--- src/hw/apf_pkg.sv ---
// Constants for the audio port format configuration block
// Overview of operation
// - Routing field picks ADC output pin and clock port; 00, 01, 10.
// - Routing 10 puts ADC data on auxiliary pin, no receiver data anywhere.
// - DAC de-emphasis on only at 32, 44.1, 48 kHz, detected or from rate field under forced lock.
// - Forced lock disables auto-detect; rate field picks 32/44.1/48, 00 reserved.
// - Receiver de-emphasis follows stream emphasis flag at detected rate.
// - Receiver de-emphasis under forced lock uses the rate field.
// - Format field 00 left, 01 I2S, 10 right-justified; default 01.
// - ADC one-line field: 00 follow format, 01 mode 1, 10 mode 2.
// - DAC one-line field: 00 follow format, 01 mode 1, 10 mode 2.
// - Auxiliary port right-justified words: 24 bits on 0, 16 on 1.
// - Codec port right-justified words: 24 bits on 0, 16 on 1.
// - External ADC bit clock: auxiliary on 0, codec on 1, one-line only.
// - Tristate bit floats the recovered master clock output.
// - Freeze stores volume, invert, mixing writes; applied together on release.
// - Roll-off select: fast on 0, slow on 1.
// - High-pass hold keeps subtracting the offset captured at hold.
// - Master port drives divided bit and frame clocks; slave takes them in.
package apf_pkg;
	localparam int ADDR_W = 7;
	localparam int DATA_W = 8;

	// Register offsets
	localparam logic [6:0] OFS_FUNC_MODE = 7'h03;
	localparam logic [6:0] OFS_IF_FMT    = 7'h04;
	localparam logic [6:0] OFS_MISC      = 7'h05;
	localparam logic [6:0] OFS_CLK_CTRL  = 7'h06;
	localparam logic [6:0] OFS_RX_MODE   = 7'h1E;
	localparam logic [6:0] OFS_STAGE_LO  = 7'h0F;
	localparam logic [6:0] OFS_STAGE_HI  = 7'h1B;
	localparam int         STAGE_N       = 13;

	// Reset values
	localparam logic [7:0] RST_FUNC_MODE = 8'h00;
	localparam logic [7:0] RST_IF_FMT    = 8'h40;
	localparam logic [7:0] RST_MISC      = 8'h00;
	localparam logic [7:0] RST_CLK_CTRL  = 8'h00;
	localparam logic [7:0] RST_RX_MODE   = 8'h00;

	// Field positions, functional mode
	localparam int FM_ROUTE_LSB = 2;
	localparam int FM_DAC_DEEMPH = 1;
	localparam int FM_RX_DEM    = 0;
	// Field positions, interface formats
	localparam int IF_DIF_LSB   = 6;
	localparam int IF_ADC_OL_LSB = 4;
	localparam int IF_DAC_OL_LSB = 2;
	localparam int IF_AUX_RJ16  = 1;
	localparam int IF_CODEC_W16  = 0;
	// Field positions, misc control
	localparam int MC_EXT_SCLK  = 7;
	localparam int MC_RECOV_HIZ = 6;
	localparam int MC_RESERVED  = 5;
	localparam int MC_FREEZE    = 4;
	localparam int MC_ROLLOFF   = 3;
	localparam int MC_HPF_HOLD  = 2;
	localparam int MC_CODEC_MS  = 1;
	localparam int MC_AUX_MS    = 0;
	// Field positions, clock control and receiver mode
	localparam int CC_FRC_LOCK  = 0;
	localparam int RX_RATE_LSB  = 4;
	localparam logic [7:0] MASK_CLK_CTRL = 8'h01;
	localparam logic [7:0] MASK_RX_MODE  = 8'h30;

	// Two-bit codes
	localparam logic [1:0] ROUTE_CODEC   = 2'h0;
	localparam logic [1:0] ROUTE_CODEC_AUXCLK = 2'h1;
	localparam logic [1:0] ROUTE_AUX     = 2'h2;
	localparam logic [1:0] DIF_LJ        = 2'h0;
	localparam logic [1:0] DIF_I2S       = 2'h1;
	localparam logic [1:0] DIF_RJ        = 2'h2;
	localparam logic [1:0] OL_DIF        = 2'h0;
	localparam logic [1:0] OL_MODE1      = 2'h1;
	localparam logic [1:0] OL_MODE2      = 2'h2;
	localparam logic [1:0] RATE_NONE     = 2'h0;

	// Three-bit serial format numbers driven to the ports
	localparam logic [2:0] FMT_LJ   = 3'h0;
	localparam logic [2:0] FMT_I2S  = 3'h1;
	localparam logic [2:0] FMT_RJ   = 3'h2;
	localparam logic [2:0] FMT_OL1  = 3'h3;
	localparam logic [2:0] FMT_OL2  = 3'h4;

	// Master clock divider timing
	localparam int SCLK_HALF_CYC = 1;
	localparam int LRCK_SCLKS    = 64;
endpackage

--- src/hw/apf_stage.sv ---
// Staged volume, invert and mixing bytes with freeze hold
`timescale 1ns/1ns
module apf_stage
	import apf_pkg::*;
#(
	parameter int N = STAGE_N
) (
	// Clock and reset
	input  wire logic           clk,
	input  wire logic           rst,
	// Software side
	input  wire logic           wr,
	input  wire logic [3:0]     idx,
	input  wire logic [7:0]     wdata,
	input  wire logic           freeze,
	output logic      [7:0]     rd_byte,
	// Applied settings
	output logic      [N*8-1:0] live
);
	logic [7:0] shadow_q [N];

	generate
		if (N < 1 || N > 16)
			$error("apf_stage: N must be 1 to 16");
	endgenerate

	// Written value always lands in the shadow copy
	always_ff @(posedge clk)
	begin
		if (rst)
		begin
			for (int i = 0; i < N; i++)
				shadow_q[i] <= 8'h00;
		end
		else if (wr && idx < N)
			shadow_q[idx] <= wdata;
	end

	// Live copy follows shadow only while not frozen
	genvar g;
	generate
		for (g = 0; g < N; g++)
		begin : g_live
			always_ff @(posedge clk)
			begin
				if (rst)
					live[g*8 +: 8] <= 8'h00;
				else if (!freeze)
					live[g*8 +: 8] <= shadow_q[g];
			end
		end
	endgenerate

	// Read back shows the stored value
	always_comb
	begin
		rd_byte = (idx < N) ? shadow_q[idx] : 8'h00;
	end
endmodule

--- src/hw/apf_sync3.sv ---
// Three-stage pin synchroniser with agreement filter
`timescale 1ns/1ns
module apf_sync3 #(
	parameter int W = 1
) (
	// Clock and reset
	input  wire logic         clk,
	input  wire logic         rst,
	// Asynchronous in, filtered out
	input  wire logic [W-1:0] d,
	output logic      [W-1:0] q
);
	logic [W-1:0] s1_q;
	logic [W-1:0] s2_q;
	logic [W-1:0] s3_q;

	// Shift chain; first stage feeds only the second
	always_ff @(posedge clk)
	begin
		if (rst)
		begin
			s1_q <= '0;
			s2_q <= '0;
			s3_q <= '0;
		end
		else
		begin
			s1_q <= d;
			s2_q <= s1_q;
			s3_q <= s2_q;
		end
	end

	// Accept a change once stages two and three agree
	always_ff @(posedge clk)
	begin
		if (rst)
			q <= '0;
		else if (s2_q == s3_q)
			q <= s3_q;
	end
endmodule

--- src/hw/apf_top.sv ---
// Audio port format and filter option register bank
//
// Chosen here: the strobed register port.
`timescale 1ns/1ns
module apf_top
	import apf_pkg::*;
#(
	parameter int DW        = 24,
	parameter int SCLK_HALF = SCLK_HALF_CYC,
	parameter int LRCK_DIV  = LRCK_SCLKS
) (
	// Clock and reset
	input  wire logic             CLOCK,
	input  wire logic             SYS_RST,
	// Register port
	input  wire logic [6:0]       ADDR,
	input  wire logic [7:0]       WDATA,
	input  wire logic             WR,
	input  wire logic             RD,
	output logic      [7:0]       RDATA,
	// Serial data sources and pins
	input  wire logic             ADC_SDATA,
	input  wire logic             RX_SDATA,
	output logic                  CODEC_SDOUT,
	output logic                  AUX_SDOUT,
	output logic                  ADC_CLK_FROM_AUX,
	// Port clock pins, codec then auxiliary
	input  wire logic             CODEC_SCLK_I,
	input  wire logic             CODEC_LRCK_I,
	output logic                  CODEC_SCLK_O,
	output logic                  CODEC_LRCK_O,
	output logic                  CODEC_CLK_OE_N,
	input  wire logic             AUX_SCLK_I,
	input  wire logic             AUX_LRCK_I,
	output logic                  AUX_SCLK_O,
	output logic                  AUX_LRCK_O,
	output logic                  AUX_CLK_OE_N,
	output logic                  EXT_ADC_SCLK,
	// Recovered master clock pin
	input  wire logic             RECOV_CLK_IN,
	output logic                  RECOV_CLK_O,
	output logic                  RECOV_CLK_OE_N,
	// Receiver status
	input  wire logic [1:0]       DET_RATE,
	input  wire logic             RX_EMPH,
	// De-emphasis controls
	output logic                  DAC_DEEMPH_EN,
	output logic      [1:0]       DAC_DEEMPH_RATE,
	output logic                  RX_DEEMPH_EN,
	output logic      [1:0]       RX_DEEMPH_RATE,
	// Format controls
	output logic      [2:0]       ADC_FMT,
	output logic      [2:0]       DAC_FMT,
	output logic      [2:0]       AUX_FMT,
	output logic                  CODEC_WORD16,
	output logic                  AUX_WORD16,
	output logic                  INTERP_SLOW,
	// Staged gain, invert and mixing
	output logic [STAGE_N*8-1:0]  STAGED_OUT,
	// ADC offset path
	input  wire logic [DW-1:0]    ADC_SAMPLE,
	input  wire logic             ADC_SAMPLE_VALID,
	input  wire logic [DW-1:0]    DC_EST,
	output logic                  HPF_DISABLE,
	output logic      [DW-1:0]    ADC_RESULT,
	output logic                  ADC_RESULT_VALID
);
	logic [7:0]    func_q;
	logic [7:0]    ifmt_q;
	logic [7:0]    misc_q;
	logic [7:0]    clkc_q;
	logic [7:0]    rxm_q;
	logic          stage_hit;
	logic [3:0]    stage_idx;
	logic [7:0]    stage_rd;
	logic [STAGE_N*8-1:0] stage_live;
	logic [1:0]    route;
	logic [1:0]    dif;
	logic          frc_lock;
	logic [1:0]    rate_sel;
	logic          oneline;
	logic [1:0]    sclk_in_s;
	logic [1:0]    lrck_in_s;
	logic          recov_s;
	logic [1:0]    sclk_int;
	logic [1:0]    lrck_int;
	logic [1:0]    master;
	logic [1:0]    port_sclk;
	logic [7:0]    rd_d;
	logic [2:0]    dac_deemph;
	logic [2:0]    rx_deemph;
	logic          hold_prev_q;
	logic [DW-1:0] held_ofs_q;

	generate
		if (DW < 2 || SCLK_HALF < 1 || LRCK_DIV < 2 || LRCK_DIV % 2 != 0)
			$error("apf_top: unsupported parameter values");
	endgenerate

	// Field views; reserved codes fall back to defaults
	always_comb
	begin
		route    = func_q[FM_ROUTE_LSB +: 2];
		if (route == 2'h3)
			route = ROUTE_CODEC;
		dif      = ifmt_q[IF_DIF_LSB +: 2];
		if (dif == 2'h3)
			dif = DIF_I2S;
		frc_lock = clkc_q[CC_FRC_LOCK];
		rate_sel = rxm_q[RX_RATE_LSB +: 2];
		oneline  = (ifmt_q[IF_ADC_OL_LSB +: 2] == OL_MODE1) || (ifmt_q[IF_ADC_OL_LSB +: 2] == OL_MODE2)
			|| (ifmt_q[IF_DAC_OL_LSB +: 2] == OL_MODE1) || (ifmt_q[IF_DAC_OL_LSB +: 2] == OL_MODE2);
		master   = {misc_q[MC_CODEC_MS], misc_q[MC_AUX_MS]};
	end

	// Staged register window decode
	always_comb
	begin
		stage_hit = (ADDR >= OFS_STAGE_LO) && (ADDR <= OFS_STAGE_HI);
		stage_idx = 4'(ADDR - OFS_STAGE_LO);
	end

	// Format number from one-line field and format field
	function automatic logic [2:0] fmt_of(input logic [1:0] ol, input logic [1:0] d);
		logic [2:0] f;
		case (d)
			DIF_LJ:  f = FMT_LJ;
			DIF_RJ:  f = FMT_RJ;
			default: f = FMT_I2S;
		endcase
		case (ol)
			OL_MODE1: f = FMT_OL1;
			OL_MODE2: f = FMT_OL2;
			default:  f = f;
		endcase
		return f;
	endfunction

	// Enable and rate for one de-emphasis path
	function automatic logic [2:0] deemph_of(input logic en, input logic frc, input logic [1:0] sel,
		input logic [1:0] det);
		logic [1:0] r;
		r = frc ? sel : det;
		if (!en || r == RATE_NONE)
			return {1'b0, RATE_NONE};
		return {1'b1, r};
	endfunction

	// Register writes
	always_ff @(posedge CLOCK)
	begin
		if (SYS_RST)
		begin
			func_q <= RST_FUNC_MODE;
			ifmt_q <= RST_IF_FMT;
			misc_q <= RST_MISC;
			clkc_q <= RST_CLK_CTRL;
			rxm_q  <= RST_RX_MODE;
		end
		else if (WR)
		begin
			case (ADDR)
				OFS_FUNC_MODE: func_q <= WDATA;
				OFS_IF_FMT:    ifmt_q <= WDATA;
				OFS_MISC:      misc_q <= WDATA & ~(8'h01 << MC_RESERVED);
				OFS_CLK_CTRL:  clkc_q <= WDATA & MASK_CLK_CTRL;
				OFS_RX_MODE:   rxm_q  <= WDATA & MASK_RX_MODE;
				default:       ;
			endcase
		end
	end

	// Read mux; unmapped offsets read zero
	always_comb
	begin
		case (ADDR)
			OFS_FUNC_MODE: rd_d = func_q;
			OFS_IF_FMT:    rd_d = ifmt_q;
			OFS_MISC:      rd_d = misc_q;
			OFS_CLK_CTRL:  rd_d = clkc_q;
			OFS_RX_MODE:   rd_d = rxm_q;
			default:       rd_d = stage_hit ? stage_rd : 8'h00;
		endcase
	end

	// Read data stands only in the cycle after the strobe
	always_ff @(posedge CLOCK)
	begin
		if (SYS_RST)
			RDATA <= 8'h00;
		else
			RDATA <= RD ? rd_d : 8'h00;
	end

	// Staged bytes held while frozen
	apf_stage #(.N(STAGE_N)) u_stage (
		.clk     (CLOCK),
		.rst     (SYS_RST),
		.wr      (WR && stage_hit),
		.idx     (stage_idx),
		.wdata   (WDATA),
		.freeze  (misc_q[MC_FREEZE]),
		.rd_byte (stage_rd),
		.live    (stage_live)
	);

	// Applied staged settings
	always_ff @(posedge CLOCK)
	begin
		if (SYS_RST)
			STAGED_OUT <= '0;
		else
			STAGED_OUT <= stage_live;
	end

	// Pin clocks from outside the domain
	apf_sync3 #(.W(5)) u_sync (
		.clk (CLOCK),
		.rst (SYS_RST),
		.d   ({RECOV_CLK_IN, CODEC_LRCK_I, AUX_LRCK_I, CODEC_SCLK_I, AUX_SCLK_I}),
		.q   ({recov_s, lrck_in_s, sclk_in_s})
	);

	// Per-port master clock dividers; index 1 codec, 0 auxiliary
	genvar p;
	generate
		for (p = 0; p < 2; p++)
		begin : g_port
			logic [15:0] div_q;
			logic [15:0] bits_q;
			logic        sclk_q;
			logic        lrck_q;

			always_ff @(posedge CLOCK)
			begin
				if (SYS_RST || !master[p])
				begin
					div_q  <= 16'h0000;
					bits_q <= 16'h0000;
					sclk_q <= 1'b0;
					lrck_q <= 1'b0;
				end
				else if (div_q == 16'(SCLK_HALF - 1))
				begin
					div_q  <= 16'h0000;
					sclk_q <= ~sclk_q;
					if (sclk_q)
					begin
						if (bits_q == 16'(LRCK_DIV / 2 - 1))
						begin
							bits_q <= 16'h0000;
							lrck_q <= ~lrck_q;
						end
						else
							bits_q <= bits_q + 16'h0001;
					end
				end
				else
					div_q <= div_q + 16'h0001;
			end

			assign sclk_int[p]  = sclk_q;
			assign lrck_int[p]  = lrck_q;
			assign port_sclk[p] = master[p] ? sclk_q : sclk_in_s[p];
		end
	endgenerate

	// Port clock pins: driven as master, released as slave
	always_ff @(posedge CLOCK)
	begin
		if (SYS_RST)
		begin
			CODEC_SCLK_O   <= 1'b0;
			CODEC_LRCK_O   <= 1'b0;
			CODEC_CLK_OE_N <= 1'b1;
			AUX_SCLK_O     <= 1'b0;
			AUX_LRCK_O     <= 1'b0;
			AUX_CLK_OE_N   <= 1'b1;
		end
		else
		begin
			CODEC_SCLK_O   <= sclk_int[1];
			CODEC_LRCK_O   <= lrck_int[1];
			CODEC_CLK_OE_N <= ~master[1];
			AUX_SCLK_O     <= sclk_int[0];
			AUX_LRCK_O     <= lrck_int[0];
			AUX_CLK_OE_N   <= ~master[0];
		end
	end

	// External ADC bit clock, only in one-line operation
	always_ff @(posedge CLOCK)
	begin
		if (SYS_RST)
			EXT_ADC_SCLK <= 1'b0;
		else if (!oneline)
			EXT_ADC_SCLK <= 1'b0;
		else
			EXT_ADC_SCLK <= misc_q[MC_EXT_SCLK] ? port_sclk[1] : port_sclk[0];
	end

	// ADC and receiver data routing to the two output pins
	always_ff @(posedge CLOCK)
	begin
		if (SYS_RST)
		begin
			CODEC_SDOUT      <= 1'b0;
			AUX_SDOUT        <= 1'b0;
			ADC_CLK_FROM_AUX <= 1'b0;
		end
		else
		begin
			ADC_CLK_FROM_AUX <= (route != ROUTE_CODEC);
			if (route == ROUTE_AUX)
			begin
				CODEC_SDOUT <= 1'b0;
				AUX_SDOUT   <= ADC_SDATA;
			end
			else
			begin
				CODEC_SDOUT <= ADC_SDATA;
				AUX_SDOUT   <= RX_SDATA;
			end
		end
	end

	// Recovered clock output and its tristate
	always_ff @(posedge CLOCK)
	begin
		if (SYS_RST)
		begin
			RECOV_CLK_O    <= 1'b0;
			RECOV_CLK_OE_N <= 1'b0;
		end
		else
		begin
			RECOV_CLK_O    <= recov_s;
			RECOV_CLK_OE_N <= misc_q[MC_RECOV_HIZ];
		end
	end

	// De-emphasis selection for DAC and receiver paths
	always_comb
	begin
		dac_deemph = deemph_of(func_q[FM_DAC_DEEMPH], frc_lock, rate_sel, DET_RATE);
		rx_deemph  = deemph_of(func_q[FM_RX_DEM] & RX_EMPH, frc_lock, rate_sel, DET_RATE);
	end

	always_ff @(posedge CLOCK)
	begin
		if (SYS_RST)
		begin
			DAC_DEEMPH_EN   <= 1'b0;
			DAC_DEEMPH_RATE <= RATE_NONE;
			RX_DEEMPH_EN    <= 1'b0;
			RX_DEEMPH_RATE  <= RATE_NONE;
		end
		else
		begin
			DAC_DEEMPH_EN   <= dac_deemph[2];
			DAC_DEEMPH_RATE <= dac_deemph[1:0];
			RX_DEEMPH_EN    <= rx_deemph[2];
			RX_DEEMPH_RATE  <= rx_deemph[1:0];
		end
	end

	// Serial formats, word lengths and roll-off
	always_ff @(posedge CLOCK)
	begin
		if (SYS_RST)
		begin
			ADC_FMT      <= FMT_I2S;
			DAC_FMT      <= FMT_I2S;
			AUX_FMT      <= FMT_I2S;
			CODEC_WORD16 <= 1'b0;
			AUX_WORD16   <= 1'b0;
			INTERP_SLOW  <= 1'b0;
		end
		else
		begin
			ADC_FMT      <= fmt_of(ifmt_q[IF_ADC_OL_LSB +: 2], dif);
			DAC_FMT      <= fmt_of(ifmt_q[IF_DAC_OL_LSB +: 2], dif);
			AUX_FMT      <= fmt_of(OL_DIF, dif);
			CODEC_WORD16 <= ifmt_q[IF_CODEC_W16];
			AUX_WORD16   <= ifmt_q[IF_AUX_RJ16];
			INTERP_SLOW  <= misc_q[MC_ROLLOFF];
		end
	end

	// Offset capture at the moment hold is set
	always_ff @(posedge CLOCK)
	begin
		if (SYS_RST)
		begin
			hold_prev_q <= 1'b0;
			held_ofs_q  <= '0;
			HPF_DISABLE <= 1'b0;
		end
		else
		begin
			hold_prev_q <= misc_q[MC_HPF_HOLD];
			HPF_DISABLE <= misc_q[MC_HPF_HOLD];
			if (misc_q[MC_HPF_HOLD] && !hold_prev_q)
				held_ofs_q <= DC_EST;
		end
	end

	// Offset-corrected conversion results
	always_ff @(posedge CLOCK)
	begin
		if (SYS_RST)
		begin
			ADC_RESULT       <= '0;
			ADC_RESULT_VALID <= 1'b0;
		end
		else
		begin
			ADC_RESULT_VALID <= ADC_SAMPLE_VALID;
			if (ADC_SAMPLE_VALID)
				ADC_RESULT <= ADC_SAMPLE - (hold_prev_q ? held_ofs_q : DC_EST);
		end
	end
endmodule

--- config.mk ---
export PLATFORM = sky130hd
export DESIGN_NAME = apf_top
export DESIGN_NICKNAME = d
export VERILOG_FILES = /design/src/hw/apf_pkg.sv /design/src/hw/apf_stage.sv /design/src/hw/apf_sync3.sv /design/src/hw/apf_top.sv
export SDC_FILE = /design/constraint.sdc
export NUM_CORES = 1
export LEC_CHECK = 0
export ABC_AREA = 0
export BUFFER_PORTS_ARGS = -buffer_cell sky130_fd_sc_hd__buf_2
export CAP_MARGIN = 30
export CORE_ASPECT_RATIO = 0.75
export CORE_MARGIN = 4
export CORE_UTILIZATION = 45
export CTS_BUF_LIST = sky130_fd_sc_hd__clkbuf_8
export DETAILED_ROUTE_END_ITERATION = 8
export PLACE_DENSITY = 0.76
export SLEW_MARGIN = 25
export SYNTH_ARGS = -nofsm -noshare
export SYNTH_HDL_FRONTEND = slang
export SYNTH_SLANG_ARGS = --single-unit
--- constraint.sdc ---
create_clock -name CLOCK -period 4.66 [get_ports CLOCK]
set_input_delay 0 -clock CLOCK [delete_from_list [all_inputs] [get_ports CLOCK]]
set_output_delay 0 -clock CLOCK [all_outputs]
set_load 0.05 [all_outputs]
==> reports/results.tsv <==
stage	metric	value	unit
cts	cts_tree	built	
yosys	synth-compound-area-share	4.97	%
finish	final_common_cell	dfxtp_1	
run_status	outcome	completed	
drt	avgViaCountPerCell	5.21	
floorplan	die_y	196	um
drt	wl_per_cell	18.3	um
worst_setup_path	ff2ff_path_depth	12	
cts	cts_buffers	84	
pwr	ir_drop	0.000235	V
finish	area_growth	22.1	%
finish	drive_gt1_share	19.0	%
worst_setup_path	crit_start	hold_prev_q	
finish	fin_util	55.8	%
drt	drt_wl_total	54.5	mm
yosys	synth_seq_cells	535	
finish	nets	2394	
global_route	grtUsageTotal	21.2	%
sta	setup_slack	348	ps
yosys	syn_avg_cell_area	11.0	um2
yosys	synthAdderAreaFrac	2.59	%
sta	fin_skew	21.6	ps
global_route	grt_overflow	0	
floorplan	ios	246	
yosys	synth_top_family_by_area	simple AND/OR/NAND/NOR gates	
cts	clk_pin_slew	60	ps
worst_setup_path	path_class	flip-flop to flip-flop	
drt	ant_nets	0	
worst_setup_path	cp-start-kind	flip-flop	
finish	stdcell_area	0.0258	mm2
yosys	seq_area_frac_synth	56.8	%
run	maxCapViolations	0	
worst_setup_path	cp.arrival	4900	ps
floorplan	start_util	45.7	%
global_route	antenna_found_initial	1	
yosys	yosys_warnings	0	
place	post-place-ws	1200	ps
yosys	synth_area	0.0211	mm2
sta	rsz0062_at_grt	false	
yosys	ys_types	62	
cts	cts_sinks	535	
pwr	leakagePower	10.2	nW
yosys	ys.flop_type	dfxtp_1	
sta	min_period	4310	ps
worst_setup_path	endpoint_kind	flip-flop	
global_route	grt_pass1_wl	85.4	mm
sta	post-route-period-util	92.5	%
yosys	synth-simple-area-share	18.4	%
yosys	synthMuxAreaShare	11.4	%
place	numPortBuffers	244	
cts	htreeDepth	3	
worst_setup_path	rr_startpoint	hold_prev_q	
global_route	grt_pass1_vias	15500	
worst_setup_path	reg2reg_setup_slack	350	ps
yosys	async_flop_share	0	%
sta	setup_viol	0	
yosys	postSynthCellCount	1920	
worst_setup_path	critPathCapture	ADC_RESULT[23]	
sta	worstMarginPinSlew	1030	ps
yosys	synth_edf_count	128	
finish	final_cell_mix	dfxtp_1, buf_2, nor2_1, mux2i_1, nor2b_1	
sta	relSlewSlack	31.5	%
cts	clk_latency	650	ps
place	place_congestion	0.935	
min_path	hp-class	input pin to flip-flop	
yosys	synth-xor-area-share	3.49	%
worst_setup_path	required	5250	ps
cts	cts-root-buf	clkbuf_8	
sta	hold_viol_final	0	
place	dp_hpwl	36.6	mm
cts	clockBufferDepth	3	
finish	nFillCells	3773	
worst_setup_path	worstReg2RegEnd	ADC_RESULT[23]	
worst_setup_path	crit_path_max_fanout	18	
drt	drc	0	
drt	num_vias	15500	
drt	drtIter0Drc	1327	
floorplan	die_area	0.0505	mm2
global_route	grt_max_degree	120	
drt	firstDrtPassIters	7	
floorplan	core_area	0.0462	mm2
pwr	p_per_area	395	mW/mm2
place	dpl_cell_area	0.0228	mm2
floorplan	rows	68	
sta	drv_slew	0	
finish	antenna_cells	0	
floorplan	die_w	258	um
sta	max_freq	0.232	GHz
sta	tns	0	ps
yosys	synth_nets	2041	
==> where the power goes <==
group          leakage [nW]  internal, W  switching, W
sequential             4.54      0.00491      0.000103
combinational          4.64     0.000368      0.000636
clock                  1.01      0.00229       0.00185
==> logic make-up after synthesis <==
| logic type | after synthesis |
|---|---|
| and+or+nand+nor | 776 |
| DFF | 535 |
| muxes | 190 |
| AOI/OAI and AO/OA | 164 |
| buffers and inverters | 127 |
| xor gates and xnor gates | 84 |
| adders and majority gates | 43 |
| other | 1 |
==> layout make-up <==
| type | count | area, um2 | area share [%] |
|---|---|---|---|
| multi-input combinational | 1258 | 8630 | 33.5 |
| inverter | 22 | 82.6 | 0.320 |
| sequential | 535 | 12000 | 46.6 |
| clock buffer | 100 | 1380 | 5.34 |
| clock inverter | 56 | 400 | 1.55 |
| timing repair buffer | 372 | 2500 | 9.69 |
| tap | 630 | 788 | 3.06 |
==> how the worst min path moves through the flow <==
stage	start	cells after the start	to
global placement	AUX_LRCK_I	2	u_sync.s1_q[2]
global route	ADC_SAMPLE[13]	6	ADC_RESULT[14]
detailed placement	AUX_LRCK_I	2	u_sync.s1_q[2]
finish	ADDR[4]	7	RDATA[4]
floorplan	WDATA[0]	0	u_stage.shadow_q[13][0]
CTS	ADC_SAMPLE[13]	5	ADC_RESULT[13]
==> layer usage <==
layer | up-vias | routed length (um) | track usage, %
met1 | 7432 | 23300 | 28.7
li1 | 7297 | - | -
met4 | 0 | 1840 | 7.57
met5 | - | 0 | 0
met2 | 614 | 24300 | 32.5
met3 | 138 | 4990 | 6.43
==> cell usage after synthesis (9+ instances only) <==
| library cell | number | share of area (%) |
|---|---|---|
| a21o_1 | 13 | 0.46 |
| a21oi_1 | 79 | 1.9 |
| a22o_1 | 12 | 0.50 |
| and2_1 | 110 | 3.3 |
| and3_1 | 18 | 0.53 |
| clkbuf_1 | 88 | 1.6 |
| dfxtp_1 | 407 | 39 |
| edfxtp_1 | 128 | 18 |
| ha_1 | 42 | 2.5 |
| inv_1 | 21 | 0.37 |
| mux2i_1 | 148 | 7.0 |
| mux4_2 | 40 | 4.3 |
| nand2_1 | 135 | 2.4 |
| nand2b_1 | 9 | 0.27 |
| nand3_1 | 55 | 1.3 |
| nand4_1 | 13 | 0.39 |
| nor2_1 | 233 | 4.1 |
| nor2b_1 | 141 | 4.2 |
| nor3_1 | 9 | 0.21 |
| nor4_1 | 9 | 0.27 |
| o21ai_0 | 15 | 0.36 |
| or2_2 | 15 | 0.44 |
| xnor2_1 | 31 | 1.3 |
| xor2_1 | 53 | 2.2 |
==> what timing repair did <==
action / 4_1_cts / 5_1_grt
gates resized for setup: 0 / 2
endpoints found under the hold margin: 272 / 0
hold buffers: 117 / 0
setup endpoints to repair: 0 / 1
setup buffers: 0 / 0
==> critical path, cell delays in order, from the launching register on <==
cell           delay [ps]
dfxtp_2               510
buf_4                 360
mux2i_1               230
ha_1                  290
a21oi_1               380
o21bai_1              180
a2111oi_0             390
o21ai_1               160
a21oi_1               160
mux2_1                330
dlygate4sd3_1         560
a21oi_1               140
dlygate4sd3_1         560
==> stage by stage <==
step,std cells,power (W),hold slack [ps]
floorplan,1920,0.00574,98.9
global placement,2700,0.00601,237
detailed placement,2700,0.00603,236
CTS,2973,0.0102,11.8
global route,2973,0.0106,101
finish,2973,0.0102,115
==> sequential cells by signal (all words and copies together), names as in the netlist, 2 cells and up <==
| register | flops |
|---|---|
| u_stage.shadow_q | 128 |
| STAGED_OUT | 104 |
| u_stage.live | 104 |
| g_port.bits_q | 32 |
| g_port.div_q | 32 |
| ADC_RESULT | 24 |
| held_ofs_q | 24 |
| RDATA | 8 |
| func_q | 8 |
| ifmt_q | 8 |
| misc_q | 7 |
| u_sync.s1_q | 5 |
| u_sync.s2_q | 5 |
| u_sync.s3_q | 5 |
| ADC_FMT | 3 |
| DAC_FMT | 3 |
| u_sync.q | 3 |
| AUX_FMT | 2 |
| DAC_DEEMPH_RATE | 2 |
| RX_DEEMPH_RATE | 2 |
| g_port.lrck_q | 2 |
| g_port.sclk_q | 2 |
| rxm_q | 2 |
Note: power is estimated with default switching activity, not from simulation.
